### src/atass_consts.svh
// Constants for the standby and S.M.A.R.T. status block
`ifndef ATASS_CONSTS_SVH
`define ATASS_CONSTS_SVH
// ----------------------------------------------------------------
// Command codes
// ----------------------------------------------------------------
`define ATASS_CMD_STBY_A      8'he2
`define ATASS_CMD_STBY_B      8'h96
`define ATASS_CMD_STBYI_A     8'he0
`define ATASS_CMD_STBYI_B     8'h94
`define ATASS_CMD_SMART       8'hb0
// ----------------------------------------------------------------
// S.M.A.R.T. key and subcommands
// ----------------------------------------------------------------
`define ATASS_KEY_LOW         8'h4f
`define ATASS_KEY_HIGH        8'hc2
`define ATASS_SUB_RD_ATTR     8'hd0
`define ATASS_SUB_RD_THR      8'hd1
`define ATASS_SUB_AUTOSAVE    8'hd2
`define ATASS_SUB_SAVE_ATTR   8'hd3
`define ATASS_SUB_OFFLINE     8'hd4
`define ATASS_SUB_RD_LOG      8'hd5
`define ATASS_SUB_WR_LOG      8'hd6
`define ATASS_SUB_ENABLE      8'hd8
`define ATASS_SUB_DISABLE     8'hd9
`define ATASS_SUB_STATUS      8'hda
// ----------------------------------------------------------------
// Status and error values
// ----------------------------------------------------------------
`define ATASS_STAT_FAIL       8'h51
`define ATASS_STAT_OK         8'h50
`define ATASS_STAT_BUSY       8'h80
`define ATASS_ERR_NONE        8'h00
`define ATASS_ERR_ABORT       8'h04
`define ATASS_ERR_RD_FAIL     8'h40
`define ATASS_ERR_WR_FAIL     8'h01
// ----------------------------------------------------------------
// Timing
// ----------------------------------------------------------------
`define ATASS_CLK_PERIOD_NS   10
`define ATASS_TICK_NS         1000000000
`define ATASS_APD_UNIT_SEC    5
`define ATASS_APD_ZERO_MIN    109
`define ATASS_SEC_PER_MIN     60
`endif

### src/atass_pkg.sv
// Types shared by the standby and S.M.A.R.T. status block
package atass_pkg;
    typedef enum logic [4:0] {
        ATASS_ST_IDLE    = 5'b00001,
        ATASS_ST_FLUSH   = 5'b00010,
        ATASS_ST_SPINDN  = 5'b00100,
        ATASS_ST_SPINUP  = 5'b01000,
        ATASS_ST_SMART   = 5'b10000
    } atass_state_t;
    typedef logic [12:0] atass_sec_t;
endpackage : atass_pkg

### src/atass_tmr_if.sv
// Link between command logic and the auto power-down timer
`timescale 1ns/1ns
interface atass_tmr_if;
    import atass_pkg::*;
    logic       load;
    logic [7:0] code;
    logic       run;
    logic       reload;
    logic       expire;
    atass_sec_t interval;
    modport ctl (output load, code, run, reload, input expire, interval);
    modport tmr (input load, code, run, reload, output expire, interval);
endinterface : atass_tmr_if

### src/atass_apd_timer.sv
// Auto power-down timer with one-second prescaler
`timescale 1ns/1ns
`include "atass_consts.svh"
module atass_apd_timer import atass_pkg::*; #(
    parameter int TICK_CYCLES = `ATASS_TICK_NS / `ATASS_CLK_PERIOD_NS
) (
    // Clock and reset
    input  wire logic core_clk,
    input  wire logic resetn,
    // Control link
    atass_tmr_if.tmr  tif
);
    // Prescaler needs at least one cycle per second
    if (TICK_CYCLES < 1) begin : g_bad_tick
        $error("TICK_CYCLES must be at least 1");
    end

    logic [31:0] pre_reg;
    logic        enabled_reg;
    atass_sec_t  interval_reg;
    atass_sec_t  cnt_reg;
    logic        expire_reg;
    atass_sec_t  interval_next;
    logic        tick;
    logic        dec;

    // ------------------------------------------------------------
    // Interval decode
    // ------------------------------------------------------------
    // Zero means 109 minutes
    assign interval_next = (tif.code == 8'h00) ?
        atass_sec_t'(`ATASS_APD_ZERO_MIN * `ATASS_SEC_PER_MIN) :
        atass_sec_t'(tif.code * `ATASS_APD_UNIT_SEC);
    assign tick = (pre_reg == 32'(TICK_CYCLES - 1));
    assign dec  = tick && tif.run && enabled_reg && (cnt_reg != '0);
    assign tif.expire   = expire_reg;
    assign tif.interval = interval_reg;

    // Prescaler free-runs; first second may be short by under a tick
    always_ff @(posedge core_clk or negedge resetn) begin
        if (!resetn) pre_reg <= 32'h0;
        else pre_reg <= tick ? 32'h0 : pre_reg + 32'h1;
    end

    // Interval store, enable and down-counter
    always_ff @(posedge core_clk or negedge resetn) begin
        if (!resetn) begin
            enabled_reg  <= 1'b0;
            interval_reg <= '0;
            cnt_reg      <= '0;
            expire_reg   <= 1'b0;
        end else begin
            expire_reg <= dec && (cnt_reg == atass_sec_t'(1));
            if (tif.load) begin
                enabled_reg  <= 1'b1;
                interval_reg <= interval_next;
                cnt_reg      <= interval_next;
            end else if (tif.reload) begin
                cnt_reg <= interval_reg;
            end else if (dec) begin
                cnt_reg <= cnt_reg - atass_sec_t'(1);
            end else if (expire_reg) begin
                cnt_reg <= interval_reg; // Rearmed for the next idle
            end
        end
    end
endmodule : atass_apd_timer

### src/atass_top.sv
// Standby command completion and S.M.A.R.T. error reporting
`timescale 1ns/1ns
`include "atass_consts.svh"
module atass_top import atass_pkg::*; #(
    parameter int TICK_CYCLES = `ATASS_TICK_NS / `ATASS_CLK_PERIOD_NS
) (
    // Clock and reset
    input  wire logic       core_clk,
    input  wire logic       resetn,
    // Task-file command from the host side
    input  wire logic       cmd_valid,
    input  wire logic [7:0] cmd_code,
    input  wire logic [7:0] features,
    input  wire logic [7:0] sector_count,
    input  wire logic [7:0] cyl_low,
    input  wire logic [7:0] cyl_high,
    input  wire logic       cmd_needs_media,
    input  wire logic       host_access,
    input  wire logic       status_read,
    // Completion and task-file answer
    output logic            intrq,
    output logic            busy,
    output logic [7:0]      device_condition_flags,
    output logic [7:0]      command_error_flags,
    output logic            standby_mode,
    // Write cache
    input  wire logic       cache_dirty,
    output logic            cache_flush_req,
    // Spindle
    input  wire logic       spindle_stopped,
    input  wire logic       spindle_at_speed,
    output logic            spin_down_req,
    output logic            spin_up_req,
    // Media command launch
    output logic            media_go,
    // S.M.A.R.T. back end
    output logic            smart_exec,
    output logic [7:0]      smart_sub,
    input  wire logic       smart_done,
    input  wire logic       smart_rd_fail,
    input  wire logic       smart_wr_fail
);
    atass_tmr_if  tif ();
    atass_state_t state_reg;
    atass_state_t state_next;
    logic         intrq_reg;
    logic         busy_reg;
    logic [7:0]   stat_reg;
    logic [7:0]   err_reg;
    logic         standby_reg;
    logic         smart_on_reg;
    logic         flush_reg;
    logic         spin_dn_reg;
    logic         spin_up_reg;
    logic         media_reg;
    logic         smart_exec_reg;
    logic [7:0]   smart_sub_reg;

    // ------------------------------------------------------------
    // Command decode
    // ------------------------------------------------------------
    logic in_idle;
    logic take;
    logic is_stby_load;
    logic is_stby_keep;
    logic is_stby;
    logic is_smart;
    logic key_ok;
    logic sub_known;
    logic smart_off_bad;
    logic smart_reject;
    logic smart_local;
    logic sub_writes_q;
    logic other_wait;
    logic flush_done;
    logic auto_dn;
    logic done_ok;
    logic done_fail;
    logic [7:0] done_err;
    logic smart_end;

    // Requests are only taken in idle; busy marks only standby and S.M.A.R.T. commands until completion, not spin-down or spin-up
    assign in_idle      = (state_reg == ATASS_ST_IDLE);
    assign take         = cmd_valid && in_idle;
    assign is_stby_load = (cmd_code == `ATASS_CMD_STBY_A) ||
                          (cmd_code == `ATASS_CMD_STBY_B);
    assign is_stby_keep = (cmd_code == `ATASS_CMD_STBYI_A) ||
                          (cmd_code == `ATASS_CMD_STBYI_B);
    assign is_stby      = is_stby_load || is_stby_keep;
    assign is_smart     = (cmd_code == `ATASS_CMD_SMART);
    assign key_ok = (cyl_low == `ATASS_KEY_LOW) &&
                    (cyl_high == `ATASS_KEY_HIGH);
    assign sub_known = (features >= `ATASS_SUB_RD_ATTR &&
                        features <= `ATASS_SUB_WR_LOG) ||
                       (features >= `ATASS_SUB_ENABLE &&
                        features <= `ATASS_SUB_STATUS);
    assign smart_off_bad = !smart_on_reg &&
                           (features != `ATASS_SUB_ENABLE);
    assign smart_reject  = !key_ok || !sub_known || smart_off_bad;
    assign smart_local   = (features == `ATASS_SUB_ENABLE) ||
                           (features == `ATASS_SUB_DISABLE);
    // Write-type flag of the subcommand in flight
    assign sub_writes_q  = (smart_sub_reg == `ATASS_SUB_SAVE_ATTR) ||
                           (smart_sub_reg == `ATASS_SUB_AUTOSAVE);
    assign other_wait = cmd_needs_media &&
                        (standby_reg || !spindle_at_speed);
    assign flush_done = (state_reg == ATASS_ST_FLUSH) && !cache_dirty;
    assign auto_dn    = tif.expire && in_idle && !cmd_valid &&
                        !standby_reg;
    assign smart_end  = (state_reg == ATASS_ST_SMART) && smart_done;

    // ------------------------------------------------------------
    // Completion result
    // ------------------------------------------------------------
    // Error code: read failure first, then write failure, else abort
    assign done_err  = (smart_end && smart_rd_fail) ? `ATASS_ERR_RD_FAIL :
                       (smart_end && smart_wr_fail && sub_writes_q) ?
                       `ATASS_ERR_WR_FAIL : `ATASS_ERR_ABORT;
    assign done_fail = (take && is_smart && smart_reject) ||
                       (smart_end && (smart_rd_fail ||
                                      (smart_wr_fail && sub_writes_q)));
    assign done_ok   = (take && is_smart && !smart_reject && smart_local) ||
                       (smart_end && !done_fail) || flush_done;

    // ------------------------------------------------------------
    // Timer link
    // ------------------------------------------------------------
    // Standby loads the interval
    assign tif.load   = take && is_stby_load;
    assign tif.code   = sector_count;
    assign tif.run    = in_idle && !standby_reg && !busy_reg;
    assign tif.reload = host_access || cmd_valid;

    atass_apd_timer #(
        .TICK_CYCLES (TICK_CYCLES)
    ) u_timer (
        .core_clk (core_clk),
        .resetn   (resetn),
        .tif      (tif)
    );

    // ------------------------------------------------------------
    // Sequencer
    // ------------------------------------------------------------
    always_comb begin
        state_next = state_reg;
        unique case (state_reg)
            ATASS_ST_IDLE: begin
                if (take && is_stby) begin
                    state_next = ATASS_ST_FLUSH;
                end else if (take && is_smart && !smart_reject &&
                             !smart_local) begin
                    state_next = ATASS_ST_SMART;
                end else if (take && !is_stby && !is_smart && other_wait) begin
                    state_next = ATASS_ST_SPINUP;
                end else if (auto_dn && !spindle_stopped) begin
                    state_next = ATASS_ST_SPINDN;
                end
            end
            ATASS_ST_FLUSH: begin
                if (!cache_dirty) begin
                    state_next = spindle_stopped ? ATASS_ST_IDLE :
                                                   ATASS_ST_SPINDN;
                end
            end
            ATASS_ST_SPINDN: begin
                if (spindle_stopped) state_next = ATASS_ST_IDLE;
            end
            ATASS_ST_SPINUP: begin
                if (spindle_at_speed) state_next = ATASS_ST_IDLE;
            end
            ATASS_ST_SMART: begin
                if (smart_done) state_next = ATASS_ST_IDLE;
            end
        endcase
    end

    // State register
    always_ff @(posedge core_clk or negedge resetn) begin
        if (!resetn) state_reg <= ATASS_ST_IDLE;
        else state_reg <= state_next;
    end

    // Task-file answer and interrupt; a completion beats a status read
    always_ff @(posedge core_clk or negedge resetn) begin
        if (!resetn) begin
            intrq_reg <= 1'b0;
            busy_reg  <= 1'b0;
            stat_reg  <= `ATASS_STAT_OK;
            err_reg   <= `ATASS_ERR_NONE;
        end else begin
            if (done_ok || done_fail) begin
                intrq_reg <= 1'b1;
                busy_reg  <= 1'b0;
                stat_reg  <= done_fail ? `ATASS_STAT_FAIL : `ATASS_STAT_OK;
                err_reg   <= done_fail ? done_err : `ATASS_ERR_NONE;
            end else if (take && (is_stby || is_smart)) begin
                intrq_reg <= status_read ? 1'b0 : intrq_reg;
                busy_reg  <= 1'b1;
                stat_reg  <= `ATASS_STAT_BUSY;
            end else if (status_read) begin
                intrq_reg <= 1'b0;
            end
        end
    end

    // Standby flag and S.M.A.R.T. enable
    always_ff @(posedge core_clk or negedge resetn) begin
        if (!resetn) begin
            standby_reg  <= 1'b0;
            smart_on_reg <= 1'b0;
        end else begin
            if ((take && is_stby) || auto_dn) standby_reg <= 1'b1;
            else if (state_reg == ATASS_ST_SPINUP && spindle_at_speed)
                standby_reg <= 1'b0;
            if (take && is_smart && !smart_reject && smart_local)
                smart_on_reg <= (features == `ATASS_SUB_ENABLE);
        end
    end

    // Drive to cache, spindle and back ends
    always_ff @(posedge core_clk or negedge resetn) begin
        if (!resetn) begin
            flush_reg      <= 1'b0;
            spin_dn_reg    <= 1'b0;
            spin_up_reg    <= 1'b0;
            media_reg      <= 1'b0;
            smart_exec_reg <= 1'b0;
            smart_sub_reg  <= 8'h00;
        end else begin
            flush_reg   <= (state_next == ATASS_ST_FLUSH);
            spin_dn_reg <= (state_next == ATASS_ST_SPINDN);
            spin_up_reg <= (state_next == ATASS_ST_SPINUP);
            media_reg   <= (take && !is_stby && !is_smart && !other_wait) ||
                           (state_reg == ATASS_ST_SPINUP && spindle_at_speed);
            smart_exec_reg <= take && is_smart && !smart_reject &&
                              !smart_local;
            if (take && is_smart) smart_sub_reg <= features;
        end
    end

    assign intrq                  = intrq_reg;
    assign busy                   = busy_reg;
    assign device_condition_flags = stat_reg;
    assign command_error_flags    = err_reg;
    assign standby_mode           = standby_reg;
    assign cache_flush_req        = flush_reg;
    assign spin_down_req          = spin_dn_reg;
    assign spin_up_req            = spin_up_reg;
    assign media_go               = media_reg;
    assign smart_exec             = smart_exec_reg;
    assign smart_sub              = smart_sub_reg;
endmodule : atass_top

### config.mk
export PLATFORM = sky130hd
export DESIGN_NAME = atass_top
export DESIGN_NICKNAME = d
export VERILOG_FILES = /design/src/atass_pkg.sv /design/src/atass_tmr_if.sv /design/src/atass_apd_timer.sv /design/src/atass_top.sv
export VERILOG_INCLUDE_DIRS = /design/src /design/src/src
export SDC_FILE = /design/constraint.sdc
export NUM_CORES = 1
export LEC_CHECK = 0
export ABC_AREA = 1
export BUFFER_PORTS_ARGS = -buffer_cell sky130_fd_sc_hd__buf_2
export CORE_ASPECT_RATIO = 1.1
export CORE_MARGIN = 4
export CORE_UTILIZATION = 52
export CTS_CLUSTER_SIZE = 12
export DETAILED_ROUTE_END_ITERATION = 7
export GPL_TIMING_DRIVEN = 0
export PLACE_DENSITY = 0.77
export REMOVE_ABC_BUFFERS = 1
export SLEW_MARGIN = 20
export SYNTH_ARGS = -nofsm -noshare
export SYNTH_HDL_FRONTEND = slang
export SYNTH_SLANG_ARGS = --single-unit
export TNS_END_PERCENT = 100
### constraint.sdc
create_clock -name core_clk -period 1.85 [get_ports core_clk]
set_input_delay 0.0925 -clock core_clk [delete_from_list [all_inputs] [get_ports core_clk]]
set_output_delay 0.0925 -clock core_clk [all_outputs]
set_load 0.01 [all_outputs]
**Word-level counts from Yosys, hierarchy flattened**

Cells that the tools add are included.

- Register bits after elaboration: 98
- Word-level logic and storage cells: 151

- $add $sub $neg: 2
- $lt $le $gt $ge: 4
- Reduce and logical (&&, ||, !) cells: 76
- Muxes and demuxes: 28
- Equal/unequal tests: 22
- Multipliers: 1

Operator list:

| operator | count |
|---|---|
| 8-bit equality test, second input constant | 10 |
| 13-bit two-way mux | 5 |
| 5-bit two-way mux | 8 |
| 1-bit logical AND | 37 |
| 32-bit by 1-bit adder with 32-bit output, second input constant | 1 |
| 32-bit by 27-bit equality test with 1-bit output, second input constant | 1 |
| 32-bit two-way mux | 1 |
| 5-bit case mux with 5 select lines | 1 |
| 1-bit logical OR | 18 |
| 8-bit greater-or-equal comparator, second input constant | 2 |
| 8-bit less-or-equal comparator, second input constant | 2 |
| 8-bit two-way mux | 2 |
| 1-bit zero test | 15 |
| 7-bit two-way mux | 2 |
| 13-bit by 1-bit equality test with 1-bit output, second input constant | 1 |
| 13-bit nonzero test | 1 |
| 13-bit by 1-bit subtractor with 13-bit output, second input constant | 1 |
| 8-bit by 3-bit multiplier with 11-bit output, second input constant | 1 |
| 5-bit by 2-bit equality test with 1-bit output, second input constant | 2 |
| 5-bit by 3-bit equality test with 1-bit output, second input constant | 2 |
| 5-bit by 4-bit equality test with 1-bit output, second input constant | 2 |
| 8-bit by 7-bit equality test with 1-bit output, second input constant | 1 |
| 8-bit zero test | 1 |
| 8-bit != test, second input constant | 1 |
| 6 further kinds | 15 |

**Logic depth before layout (Yosys ltp)**

Gate-level depths: netlist of run 1.

- Word-level depth: 14
- Mapped depth: 13
- Mapped depth without buffers: 13

**Hierarchy**

From an unflattened synthesis of run 1, not the netlist that was laid out.

- Cell total of the unflattened synthesis: 771
- Area total of the unflattened synthesis: 5,776.8 µm²

By module, submodules not included:

| module | cells an instance | instances | area an instance (µm²) |
|---|---|---|---|
| atass_apd_timer | 543 | 1 | 4,000.1 |
| atass_top | 228 | 1 | 1,776.7 |

**Least setup slack after synthesis of run 1**

No wires, ideal clock.

- Path kind: reg2reg
- From: reg u_timer.cnt_reg[0]
- To: reg u_timer.cnt_reg[2]
- Library setup time: 0.122 ns
- Cell stages (with the launch flop): 11
- Path buffers: 1
- Data arrival time: 1.610 ns
- Setup slack: 0.118 ns
- Cell sequence: dfrtp_1 -> inv_1 -> ha_1 -> nand2_1 -> nor2_2 -> nand2_2 -> nand3_4 -> nand2_4 -> buf_6 -> nor2_1 -> a21oi_2

- Word-level cells in the longest chain between the ends: 5
- Elaborated cells between the ends (all ways): 7

Ends and longest elaborated chain:

| item | RTL line | source |
|---|---|---|
| start: declaration | atass_apd_timer.sv:21 | `atass_sec_t cnt_reg;` |
| start signal: assignment | atass_apd_timer.sv:57 | `cnt_reg <= interval_next;` |
| start signal: assignment | atass_apd_timer.sv:59 | `cnt_reg <= interval_reg;` |
| start signal: assignment | atass_apd_timer.sv:61 | `cnt_reg <= cnt_reg - atass_sec_t'(1);` |
| parallel branches: the longest is 5 deep, another holds 13-bit by 1-bit subtractor with 13-bit output | n/a |  |

Parallel ways; which one is timed is not known.
A chain may end at the register's enable or synchronous reset.

**Final worst setup path of run 1**

- From: reg state_reg[0]
- To: reg u_timer.cnt_reg[9]

- Word-level cells in the longest chain between the ends: 9
- Elaborated cells between the ends (all ways): 12

Ends and longest elaborated chain:

| item | RTL line | source |
|---|---|---|
| start: declaration | atass_top.sv:44 | `atass_state_t state_reg;` |
| start signal: assignment | atass_top.sv:181 | `else state_reg <= state_next;` |
| 5-bit by 1-bit equality test with 1-bit output (*) | atass_top.sv:83 | `assign in_idle = (state_reg == ATASS_ST_IDLE);` |
| 1-bit logical AND (2 in a row) | atass_top.sv:131 | `assign tif.run = in_idle && !standby_reg && !busy_reg;` |
| 1-bit logical AND (3 in a row) | atass_apd_timer.sv:35 | `assign dec = tick && tif.run && enabled_reg && (cnt_reg != '0);` |
| 13-bit two-way mux | atass_apd_timer.sv:60 | `end else if (dec) begin` |
| 13-bit two-way mux | atass_apd_timer.sv:58 | `end else if (tif.reload) begin` |
| 13-bit two-way mux | atass_apd_timer.sv:54 | `if (tif.load) begin` |

Mark *: on every way between the ends. The rest lies on a longest branch, timed or not.

==> results.md, run 1 <==
- Counting tap cells, the placed design contains a total of 994 instances.
- The number of iterations in the first detailed-routing pass is 6.
- On the worst path, the slowest cell contributes a delay of 0.55 ns.
- The most used flip-flop cell after synthesis is sky130_fd_sc_hd__dfrtp_1.
- The final worst-path cycle share is 1.01.
- The data arrival time at the worst-slack endpoint is 2.10 ns.
- In this run the tool buffered the top-level ports with 74 buffer cells.
- For this run, asynchronously set or reset flops after synthesis account for 1.00.
- Along the worst path, the maximum fanout reaches 5.
- The Yosys step of the flow raised 0 warnings.
- Pin placement for this block handled 84 I/O pins.
- The number of global-route vias before repair was 5,213.
- The initial core utilization is 0.538.
- The share of the Yosys chip area taken by registers is 0.382.
- The slew at the pin closest to its max-slew limit is 0.805 ns.
- The synthesized area per cell is 7.18 um^2.
- The run finished, with violations left.
- The category of the most critical setup path is reg2reg.
- The number of design rule violations left after detail routing is 0.
- The number of antenna cells inserted is 0.
- The final count of pins violating max slew is 0.
- Counting the buffers created by CTS gives 9.
- For this design the static power due to leakage is 3.72 nW.
- The total overflow left after global routing is 0.
- The final count of hold timing violations came to 0.
- The H-tree depth is 3.
- Leaving out fill and tap cells, the most frequent cell in the layout is sky130_fd_sc_hd__nand2_1.
- The number of setup violations in the final report is 1.
- The path type of the worst min-delay path is in2reg.
- In this run the remaining antenna-violating nets after routing total 0.
- The share of synthesized area in the top cell type comes to 0.372.
- The max capacitance violation total is 0.
- The number of synthesized register bits is 86.
- The worst setup path is captured at a flip-flop.
- The cell type with the largest total area after synthesis is sky130_fd_sc_hd__dfrtp_1.
- The number of buffer and inverter stages on the critical path is 3.
- Across all layers, the routed design uses 5,638 vias.
- The buffer depth of the longest clock path is 2.
- The area of the core is 10,500 um^2.
- In this run the core area contains 39 standard-cell rows.
- At the end of the flow, the number of nets in the layout was 979.
- Yosys attributes the largest share of cell area to sky130_fd_sc_hd__dfrtp_1, sky130_fd_sc_hd__nand2_1, sky130_fd_sc_hd__nor2_1.
- Summing every instance area after synthesis gives 5650 um^2.
- The first-pass GRT wire length is 24,300 um.
- On the critical path the largest part of the delay comes from simple AND/OR/NAND/NOR gates.
- Hold timing on the final database bottoms out at a slack of 0.0127 ns.
- Static timing analysis puts the maximum clock frequency at 0.537 GHz.
- For this design the ratio of total power to cell area is 768 nW/um^2.
- The checks that failed: negative setup slack.
- The final routed wirelength across all metal layers is 15,500 um.
- The clock drives 86 sinks.
- The largest net degree at the start of global routing is 45.
- The last weighted congestion value of the routability-driven placer is 0.928.
- Across every metal layer, demand over resource in global routing totals 0.240.
- The cell sitting at the root of the clock tree is a sky130_fd_sc_hd__clkbuf_16.
- Measured along the y axis, the die boundary spans 117 um.
- After detailed routing, the number of vias per cell comes to 5.32.
- The clock latency of the later-clocked register in the worst-skew pair is 0.34 ns.
- Yosys mapped a number of flops with a built-in enable equal to 0.
- The worst-case IR drop observed on VDD is 0.726 mV.
- Leaving out filler cells and counting taps, the final layout contains 1,059.
- The worst pin sits at a relative slew slack of 0.463.
- The wire-length estimate of the detail-placed layout is 10,300 um.
- Counting I/O delays and the setup requirement, the final critical path takes 1.86 ns.
- The register with the most flip-flops in the layout has 32 of them.
- Setup repair after global routing could not meet its margin everywhere.
- Leaving out fill and tap cells, the most frequent cells in the layout are sky130_fd_sc_hd__nand2_1, sky130_fd_sc_hd__inv_1, sky130_fd_sc_hd__nor2_1, sky130_fd_sc_hd__dfrtp_1, sky130_fd_sc_hd__buf_2.
- The die span in x is 107 um.
- The standard cell with the maximum stage delay on the critical path is sky130_fd_sc_hd__dfstp_2.
- Clock-pin slew was measured on the worst setup and hold paths at 0.07 ns.
- The TritonCTS clock tree is yes.
- Between clock sinks in the finished design, the worst skew comes to 0.00553 ns.
- The detailed router's first-iteration violation count is 300.
- Relative to the synthesized area, the layout overhead comes to 28.5%.
- The overall power consumption is 0.00558 W.
- The area enclosed by the die boundary is 12,600 um^2.
- The worst setup path is launched from a flip-flop.
- The setup TNS after final layout is -0.0113 ns.
- Once layout is complete, the utilization of the core stands at 0.692.
- In the post-route analysis, the smallest setup slack over all paths is -0.0113 ns.
- In the final layout, the share of cells above drive strength 1 is 0.270.
- Dividing the detail-routed wire length by the instance count gives 14.6 um.
- Counting distinct cell types in the post-synthesis netlist gives 47.
- The initial antenna violation count was 0.
- Traced cell by cell, the critical path runs through inv_2 > nor2_4 > nand3_1 > inv_2 > nand3_4 > clkinv_4 > nand3_4 > nand2_8 > nand2_1 > nor2_1 > nor2_1.
- Data on the critical path is required at its endpoint by 2.09 ns.
- After technology mapping, the gate count stands at 786.
-- area by class of cell --
cell class	instances	area, um^2
Clock inverter	7	96.3
Tap cell	143	179
Multi-Input combinational cell	575	3370
Fill cell	811	3230
Inverter	119	454
Sequential cell	86	2170
Clock buffer	9	225
Timing Repair Buffer	120	767
-- cell families after synthesis --
family | count (synthesis) | share of synthesized area
AND/OR/NAND/NOR | 455 | 0.373
buffers and inverters | 137 | 0.102
flip-flops | 86 | 0.382
AO/OA/AOI/OAI | 63 | 0.0625
XOR/XNOR | 28 | 0.0434
adder cells (fa/ha/maj) | 16 | 0.0368
other | 1 | 0.000664
-- metrics by stage --
stage | instance area (um^2) | setup slack [ns]
2_1_floorplan | 5540 | -0.138
4_1_cts | 6780 | 0.00118
3_5_place_dp | 6120 | -0.778
5_1_grt | 7260 | -0.105
3_3_place_gp | 6090 | -0.693
6_report | 7260 | -0.0113
-- timing repair --
item	4_1_cts	5_1_grt
hold buffers	8	0
resized for setup	26	81
cloned	4	0
pin swaps	7	13
buffers inserted	13	24
endpoints found under the hold margin	48	0
endpoints found under the setup margin	48	47
-- worst reg2reg max path: cells and delay by family (launching register included) --
family	cells	cell delay, ns
buf+inv	3	0.26
flops	1	0.55
simple gates	8	0.93
-- per-layer routing --
layer,vias to the layer above,global-route usage,part of all wire
li1,2753,-,-
met1,2647,0.287,0.40
met2,191,0.431,0.51
met3,47,0.0417,0.051
met4,0,0.0985,0.034
met5,-,0,0
-- power by group --
group	switching, W	total (W)	internal (W)
sequential	0.000119	0.00217	0.00205
combinational	0.000903	0.00143	0.000530
clock	0.000784	0.00197	0.00119
-- synthesized netlist by cell type, types with 2 or more instances --
cell	count
sky130_fd_sc_hd__buf_6	2
sky130_fd_sc_hd__o211ai_1	2
sky130_fd_sc_hd__nor4_1	6
sky130_fd_sc_hd__o21ai_0	21
sky130_fd_sc_hd__inv_2	6
sky130_fd_sc_hd__nor2_1	115
sky130_fd_sc_hd__buf_4	12
sky130_fd_sc_hd__or2_2	2
sky130_fd_sc_hd__nand3_2	4
sky130_fd_sc_hd__dfstp_2	2
sky130_fd_sc_hd__nor3_1	22
sky130_fd_sc_hd__clkinv_1	2
sky130_fd_sc_hd__ha_1	15
sky130_fd_sc_hd__buf_2	3
sky130_fd_sc_hd__a21oi_2	5
sky130_fd_sc_hd__nand4_2	3
sky130_fd_sc_hd__nand2_2	4
sky130_fd_sc_hd__nand3_1	40
sky130_fd_sc_hd__nand2_1	195
sky130_fd_sc_hd__dfrtp_1	84
sky130_fd_sc_hd__inv_1	111
sky130_fd_sc_hd__nand3b_1	4
sky130_fd_sc_hd__o22ai_1	2
sky130_fd_sc_hd__nor2_2	11
sky130_fd_sc_hd__a21oi_1	26
sky130_fd_sc_hd__nor2_4	2
sky130_fd_sc_hd__xor2_1	17
sky130_fd_sc_hd__nor3_2	2
sky130_fd_sc_hd__nand4_1	36
sky130_fd_sc_hd__o21ai_1	3
sky130_fd_sc_hd__xnor2_1	11
-- worst paths after layout --
check | from | end | slack [ns] | cells after the start
max | state_reg[0] | u_timer.cnt_reg[9] | -0.01 | 11
min | features[4] | smart_sub[4] | 0.01 | 3
max reg2reg | state_reg[0] | u_timer.cnt_reg[9] | -0.01 | 11
min reg2reg | u_timer.enabled_reg | u_timer.enabled_reg | 0.46 | 2
max in group asynchronous | resetn | u_timer.pre_reg[13] | 0.91 | 3
min in group asynchronous | resetn | u_timer.pre_reg[1] | 0.29 | 2
Power figures use the tool's default switching activity.
==> run 2, diff against run 1 <==
--- a/config.mk
+++ b/config.mk
@@ -10,14 +10,15 @@
 export BUFFER_PORTS_ARGS = -buffer_cell sky130_fd_sc_hd__buf_2
 export CORE_ASPECT_RATIO = 1.1
 export CORE_MARGIN = 4
-export CORE_UTILIZATION = 52
+export CORE_UTILIZATION = 53
 export CTS_CLUSTER_SIZE = 12
 export DETAILED_ROUTE_END_ITERATION = 7
 export GPL_TIMING_DRIVEN = 0
-export PLACE_DENSITY = 0.77
+export PLACE_DENSITY = 0.78
 export REMOVE_ABC_BUFFERS = 1
 export SLEW_MARGIN = 20
 export SYNTH_ARGS = -nofsm -noshare
 export SYNTH_HDL_FRONTEND = slang
+export SYNTH_HIERARCHICAL = 1
 export SYNTH_SLANG_ARGS = --single-unit
 export TNS_END_PERCENT = 100
==> results.md, run 2 <==
- The CTS root buffer is sky130_fd_sc_hd__clkbuf_16.
- The maximum clock frequency is 0.514 GHz (-4.4%).
- The number of port buffers was 74 (unchanged).
- The synthesized cell area is 5770 um^2 (+2.2%).
- The synthesized area per cell is 7.49 um^2 (+4.3%).
- The detail-routed via count per cell came to 5.22 (-1.9%).
- The data arrival time at the worst-slack endpoint is 2.23 ns (+0.13 ns).
- The library cell used most frequently in the layout, excluding fill and tap cells, is sky130_fd_sc_hd__nand2_1.
- The chip height is 117 um (+0.12%).
- The post-route worst setup slack is -0.0962 ns (-0.0849 ns).
- The leftover overflow at the end of global routing was 0 (unchanged).
- The required time of the critical path is 2.13 ns (+0.04 ns).
- The critical-path maximum fanout is 3 (-2).
- The I/O pin count is 84 (unchanged).
- The final routed wirelength across all metal layers came to 14,200 um (-8.1%).
- The run finished, with violations left.
- The critical path goes through nor2_4 > buf_6 > nand4_4 > nand3b_4 > nor2_4 > clkinvlp_4 > nor2_4 > inv_2 > a21oi_2 > o21ai_2 > nand3_1 > nand2_1 > nand2_1.
- The last weighted congestion value of the routability-driven placer was 0.933 (+0.57%).
- The final count of pins violating max slew was 0 (unchanged).
- The areal power density over the cells is 774 nW/um^2 (+0.70%).
- The static power due to leakage is 3.71 nW (-0.19%).
- The number of global-route vias before repair is 5,234 (+0.40%).
- The number of buffers created by CTS is 9 (unchanged).
- The Yosys warning count is 6 (+6).
- The total half-perimeter wirelength after legalization and detailed placement was 9960 um (-3.0%).
- The final worst-path cycle share was 1.05 (+0.0459).
- The count of filler cells inserted in the layout is 868 (+7.0%).
- Among all stages on the critical path, the largest delay is contributed by sky130_fd_sc_hd__dfrtp_1.
- The clock latency of the later-clocked register in the worst-skew pair is 0.35 ns (about the same).
- The number of setup violations in the final report came to 12 (+11).
- The total vias in the final route is 5,415 (-4.0%).
- The number of iterations in the first detailed-routing pass is 5 (-1).
- The type of element capturing the critical path is a flip-flop.
- The most critical setup path has its startpoint at state_reg[3].
- The relative slew slack is 0.643 (+0.180).
- The remaining antenna violation count after routing is 0 (unchanged).
- The setup path with the least slack is of type reg2reg.
- The worst reg2reg path depth is 13 (+2).
- The cell count after synthesis is 770 (-2.0%).
- The largest net degree at the start of global routing was 49 (+8.9%).
- The checks that failed: negative setup slack.
- The post-route minimum period is 1.95 ns (+0.0849 ns).
- The delay of the slowest critical-path stage is 0.42 ns (-0.13 ns).
- The total global-route track usage is 0.231 (-0.00966).
- The die span in x is 107 um (+0.12%).
- The slew at the pin closest to its max-slew limit is 0.535 ns (-0.269 ns).
- In the layout the commonest cells are sky130_fd_sc_hd__nand2_1, sky130_fd_sc_hd__inv_1, sky130_fd_sc_hd__nor2_1, sky130_fd_sc_hd__dfrtp_1, sky130_fd_sc_hd__buf_2.
- The first-pass GRT wire length is 23,700 um (-2.2%).
- The CTS sink count is 86 (unchanged).
- The detailed router's first-iteration violation count is 274 (-8.7%).
- The overall power consumption is 0.00551 W (-1.3%).
- The peak ir drop on the vdd network is 0.917 mV (+26%).
- Setup repair after global routing could not meet its margin everywhere.
- The initial antenna violation count is 0 (unchanged).
- TritonCTS built the clock tree.
- The area of the core is 10,500 um^2 (unchanged).
- The number of buffer and inverter stages on the critical path is 3 (unchanged).
- The number of flip-flops in the largest register was 32 (unchanged).
- The H-tree depth was 3 (unchanged).
- The min-delay analysis places its worst path in the category in2reg.
- The register-to-register path setup slack is -0.1 ns (-0.08 ns).
- The clock-pin transition on the worst setup and hold timing paths is 0.06 ns (about the same).
- The worst register-to-register path begins at state_reg[3].
- The number of design rule violations left after detail routing came to 0 (unchanged).
- The share of final-layout standard cells stronger than drive strength 1 was 0.265 (-0.00455).
- The initial core utilization is 0.550 (+0.0118).
- The maximum clock skew at final layout is 0.00649 ns (+0.000967 ns).
- The number of cell rows is 39 (unchanged).
- The placed instance area is 6230 um^2 (+1.8%).
- The critical path depth in cells is 13 (+2).
- The cell that appears most often on the critical path is sky130_fd_sc_hd__nor2_4.
- The final count of hold timing violations is 0 (unchanged).
- The worst setup path is launched from a flip-flop.
- The buffer depth of the longest clock path came to 2 (unchanged).
- The number of antenna cells inserted is 0 (unchanged).
- The number of instances on the worst hold path is 3 (unchanged).
- Compared with the post-synthesis result, the final layout area differs by 23.3%.
- The max capacitance violation total is 0 (unchanged).
- The area enclosed by the die boundary is 12,600 um^2 (+0.25%).
- The startpoint identified for the worst hold timing path is sector_count[0].
- The area of all placed cells without fillers came to 7110 um^2 (-2.0%).
- The total number of nets in the final design was 958 (-2.1%).
- The average wire per standard cell is 13.7 um (-6.2%).
- Broken down by cell family, the worst path's largest delay share belongs to simple AND/OR/NAND/NOR gates.
## run 2: metal layers
metal  share of wire  track usage  wire, um  vias to the layer above
li1                -            -         -                     2693
met2            0.51        0.389      7260                      146
met5               0            0         0                        -
met3           0.047       0.0407       670                       31
met4           0.028       0.0939       392                        0
met1            0.41        0.291      5890                     2545
## run 2: per-stage QoR
step | cells | worst slack (ns) | util | hold slack (ns) | TNS [ns]
finish | 1037 | -0.0962 | 0.678 | 0.0145 | -0.514
global route | 1037 | -0.225 | 0.678 | 0.0292 | -2.61
CTS | 1019 | -0.0604 | 0.653 | 0.00768 | -0.429
detailed placement | 974 | -1.57 | 0.594 | 0.109 | -26.87
global placement | 973 | -1.56 | 0.591 | 0.272 | -29.66
floorplan | 756 | -0.812 | - | -0.203 | -11.26
## run 2: path summary, 6_finish.rpt
| kind | to |
|---|---|
| worst max register to register | u_timer/cnt_reg[9] |
| worst min register to register | command_error_flags[2] |
| max in group asynchronous | state_reg[0] |
| worst min-delay path | u_timer/tif.interval[0] |
| worst max-delay path | u_timer/cnt_reg[9] |
| min in group asynchronous | smart_sub[4] |
## run 2: worst min-delay path: stages
cell and delay [ns]:
sky130_fd_sc_hd__buf_2 0.11, sky130_fd_sc_hd__nand2_1 0.06, sky130_fd_sc_hd__o21ai_0 0.07
## run 2: repair_timing
item | in CTS | in global routing
endpoints found under the hold margin | 46 | 0
resized for setup | 23 | 30
buffers inserted | 19 | 18
hold buffers | 9 | 0
gates cloned | 1 | 0
pin swaps | 15 | 22
setup endpoints to repair | 27 | 27
## run 2: layout make-up
| type | count | area, um^2 | share of cell area |
|---|---|---|---|
| repair inverters | 1 | 7.51 | 0.00106 |
| flip-flops and latches | 86 | 2160 | 0.304 |
| inverters | 104 | 394 | 0.0554 |
| clock inverters | 5 | 58.8 | 0.00827 |
| multi-input cells | 566 | 3260 | 0.458 |
| well taps | 143 | 179 | 0.0251 |
| clock buffers | 11 | 243 | 0.0341 |
| repair buffers | 121 | 812 | 0.114 |
## run 2: where the power goes
part,internal [W],leakage [nW],switching (W),total (W)
combinational,0.000615,2.47,0.000832,0.00145
clock,0.00108,0.142,0.000742,0.00182
sequential,0.00207,1.10,0.000161,0.00223
total,0.00377,3.71,0.00174,0.00551
==> run 3, diff against run 2 <==
--- a/config.mk
+++ b/config.mk
@@ -16,7 +16,6 @@
 export GPL_TIMING_DRIVEN = 0
 export PLACE_DENSITY = 0.78
 export REMOVE_ABC_BUFFERS = 1
-export SLEW_MARGIN = 20
 export SYNTH_ARGS = -nofsm -noshare
 export SYNTH_HDL_FRONTEND = slang
 export SYNTH_HIERARCHICAL = 1
==> constraint.sdc (replaced) <==
create_clock -name core_clk -period 1.85 [get_ports core_clk]
set_input_delay 0.0925 -clock core_clk [delete_from_list [all_inputs] [get_ports core_clk]]
set_output_delay 0.0925 -clock core_clk [all_outputs]
set_load 0.02 [all_outputs]
==> results.md, run 3 (synthesis gave the netlist of run 2 again) <==
- The cell sitting at the root of the clock tree is a sky130_fd_sc_hd__clkbuf_16.
- The average wire per standard cell is 13.9 um (+1.7%).
- The worst slack at placement came to -1.59 ns (-0.0175 ns).
- The final standard cell utilization of the core is 0.688 (+0.00966).
- The type of element capturing the critical path is a flip-flop.
- The initial antenna violation count was 0 (unchanged).
- The peak ir drop on the vdd network came to 0.949 mV (+3.5%).
- The detailed router's first-iteration violation count is 282 (+2.9%).
- The leftover overflow at the end of global routing is 0 (unchanged).
- The number of flip-flops in the largest register is 32 (unchanged).
- The total vias in the final route is 5,477 (+1.1%).
- The delay of the slowest critical-path stage is 0.41 ns (about the same).
- The path type of the worst min-delay path is in2reg.
- The chip height is 117 um (unchanged).
- The final count of hold timing violations is 0 (unchanged).
- The max capacitance violation total is 0 (unchanged).
- The initial core utilization was 0.550 (unchanged).
- The clock latency of the later-clocked register in the worst-skew pair is 0.35 ns (about the same).
- The multi-input combinational cell area is 3350 um^2 (+2.7%).
- The count of filler cells inserted in the layout was 843 (-2.9%).
- The number of antenna cells inserted is 0 (unchanged).
- The detail-routed via count per cell is 5.26 (+0.66%).
- The area taken by flip-flops and latches is 2160 um^2 (unchanged).
- The number of global-route vias before repair is 5,252 (+0.34%).
- The clock-pin transition on the worst setup and hold timing paths is 0.06 ns (about the same).
- The most common cell after layout, fill and taps aside is sky130_fd_sc_hd__nand2_1.
- The required time of the critical path is 2.08 ns (-0.05 ns).
- The critical-path maximum fanout was 6 (+3).
- The data arrival time at the worst-slack endpoint is 2.22 ns (about the same).
- The number of port buffers is 74 (unchanged).
- The total number of nets in the final design came to 963 (+0.52%).
- The share of final-layout standard cells stronger than drive strength 1 is 0.284 (+0.0185).
- The critical path startpoint category is a flip-flop.
- Traced cell by cell, the critical path runs through nor2_4 > nand4_4 > nand3b_4 > nor2_4 > buf_4 > buf_4 > nor3_4 > buf_4 > a21boi_1 > a21oi_2.
- The number of buffers created by CTS is 9 (unchanged).
- The number of setup violations in the final report was 13 (+1).
- The die span in x is 107 um (unchanged).
- The number of design rule violations left after detail routing was 0 (unchanged).
- The maximum clock skew at final layout is 0.00648 ns (-0.0000166 ns).
- For this design, the slowest cell found on the critical path is sky130_fd_sc_hd__dfrtp_1.
- The static power due to leakage is 3.74 nW (+0.86%).
- The number of iterations in the first detailed-routing pass was 5 (unchanged).
- The total half-perimeter wirelength after legalization and detailed placement is 10,000 um (+0.47%).
- The number of cell rows is 39 (unchanged).
- The overall power consumption is 0.00562 W (+2.0%).
- The maximum clock frequency was 0.502 GHz (-2.3%).
- The most numerous cell on the critical path is sky130_fd_sc_hd__buf_4.
- The post-route minimum period was 1.99 ns (+0.0456 ns).
- The CTS sink count is 86 (unchanged).
- The final worst-path cycle share is 1.08 (+0.0247).
- The TritonCTS clock tree is yes.
- The final reports fail on negative setup slack.
- The last weighted congestion value of the routability-driven placer is 0.933 (unchanged).
- The run finished, with violations left.
- The synthesis-to-finish area growth is 25.1%.
- The remaining antenna violation count after routing was 0 (unchanged).
- The first-pass GRT wire length is 23,700 um (-0.18%).
- The number of buffer and inverter stages on the critical path is 3 (unchanged).
- The total global-route track usage is 0.230 (-0.00109).
- The largest net degree at the start of global routing is 63 (+29%).
- The area of the core is 10,500 um^2 (unchanged).
- The I/O pin count came to 84 (unchanged).
- The area enclosed by the die boundary is 12,600 um^2 (unchanged).
- The buffer depth of the longest clock path is 2 (unchanged).
- The H-tree depth is 3 (unchanged).
- The critical path in this run is classified as reg2reg.
- In the layout the commonest cells are sky130_fd_sc_hd__nand2_1, sky130_fd_sc_hd__inv_1, sky130_fd_sc_hd__nor2_1, sky130_fd_sc_hd__dfrtp_1, sky130_fd_sc_hd__buf_2.
- Setup repair after global routing could not meet its margin everywhere.
- The final count of pins violating max slew is 0 (unchanged).
- The areal power density over the cells is 778 nW/um^2 (+0.60%).
- The largest delay contributor family on the critical path is simple AND/OR/NAND/NOR gates.
- The final routed wirelength across all metal layers is 14,500 um (+2.2%).
- The post-route worst setup slack is -0.142 ns (-0.0456 ns).
- The setup TNS after final layout is -0.856 ns (-0.342 ns).
run 3: cell count changes in the layout (fill, tap and decap cells not counted), moves of 2 or more:
cell	previous run	this run
sky130_fd_sc_hd__a21oi_1	18	15
sky130_fd_sc_hd__nand3_1	60	54
sky130_fd_sc_hd__buf_6	5	3
sky130_fd_sc_hd__nand3_2	7	13
sky130_fd_sc_hd__nand2_2	18	21
sky130_fd_sc_hd__nand2_1	168	165
sky130_fd_sc_hd__buf_4	31	37
sky130_fd_sc_hd__nor2_2	15	13
sky130_fd_sc_hd__a21oi_2	3	6
sky130_fd_sc_hd__nor3_2	3	1
run 3: layer usage:
| metal | vias up | track usage | wire (um) |
|---|---|---|---|
| met1 | 2584 | 0.281 | 5980 |
| met3 | 44 | 0.0489 | 548 |
| met4 | 0 | 0.0923 | 478 |
| met5 | - | 0 | 0 |
| li1 | 2704 | - | - |
| met2 | 145 | 0.391 | 7530 |
run 3: through the flow:
stage / std cells / area (um^2) / hold WS, ns
2_1_floorplan: 756 / 5650 / -0.203
3_3_place_gp: 973 / 6200 / 0.272
3_5_place_dp: 974 / 6230 / 0.0242
4_1_cts: 1017 / 6850 / 0.0134
5_1_grt: 1042 / 7220 / 0.0461
6_report: 1042 / 7220 / 0.0248
run 3: where the power goes:
part           total (W)  internal, W  switching, W  leakage [nW]
Combinational    0.00154     0.000603      0.000936          2.50
Clock            0.00183      0.00108      0.000751         0.142
Sequential       0.00225      0.00207      0.000173          1.10
run 3: path summary, 6_finish.rpt:
| kind | startpoint | endpoint | slack, ns | cells past startpoint |
|---|---|---|---|---|
| min reg2reg | u_timer/pre_reg[0] | u_timer/pre_reg[0] | 0.46 | 1 |
| max reg2reg | state_reg[3] | u_timer/cnt_reg[4] | -0.14 | 10 |
| min | sector_count[0] | u_timer/tif.interval[0] | 0.02 | 3 |
| max in group asynchronous | resetn | state_reg[0] | 1.01 | 3 |
| max | state_reg[3] | u_timer/cnt_reg[4] | -0.14 | 10 |
| min in group asynchronous | resetn | smart_sub[4] | 0.19 | 2 |
run 3: cell type report:
cell class / count / share of cell area
Sequential cell: 86 / 0.299
Clock inverter: 5 / 0.00815
Tap cell: 143 / 0.0248
Timing Repair inverter: 2 / 0.00208
Timing Repair Buffer: 124 / 0.113
Multi-Input combinational cell: 567 / 0.464
Clock buffer: 11 / 0.0336
Inverter: 104 / 0.0550
run 3: tightest hold or removal path: cells and delay by family:
kind	cells	cell delay (ns)
buffers and inverters	1	0.11
AOI/OAI and AO/OA	1	0.07
and+or+nand+nor	1	0.07
run 3: timing repair:
action                     4_1_cts  5_1_grt
hold endpoints to repair        32        0
gates cloned                     2        1
pin swaps                       14       34
hold buffers                     9        0
setup endpoints to repair       27       26
gates resized for setup         21       51
setup buffers                   16       26
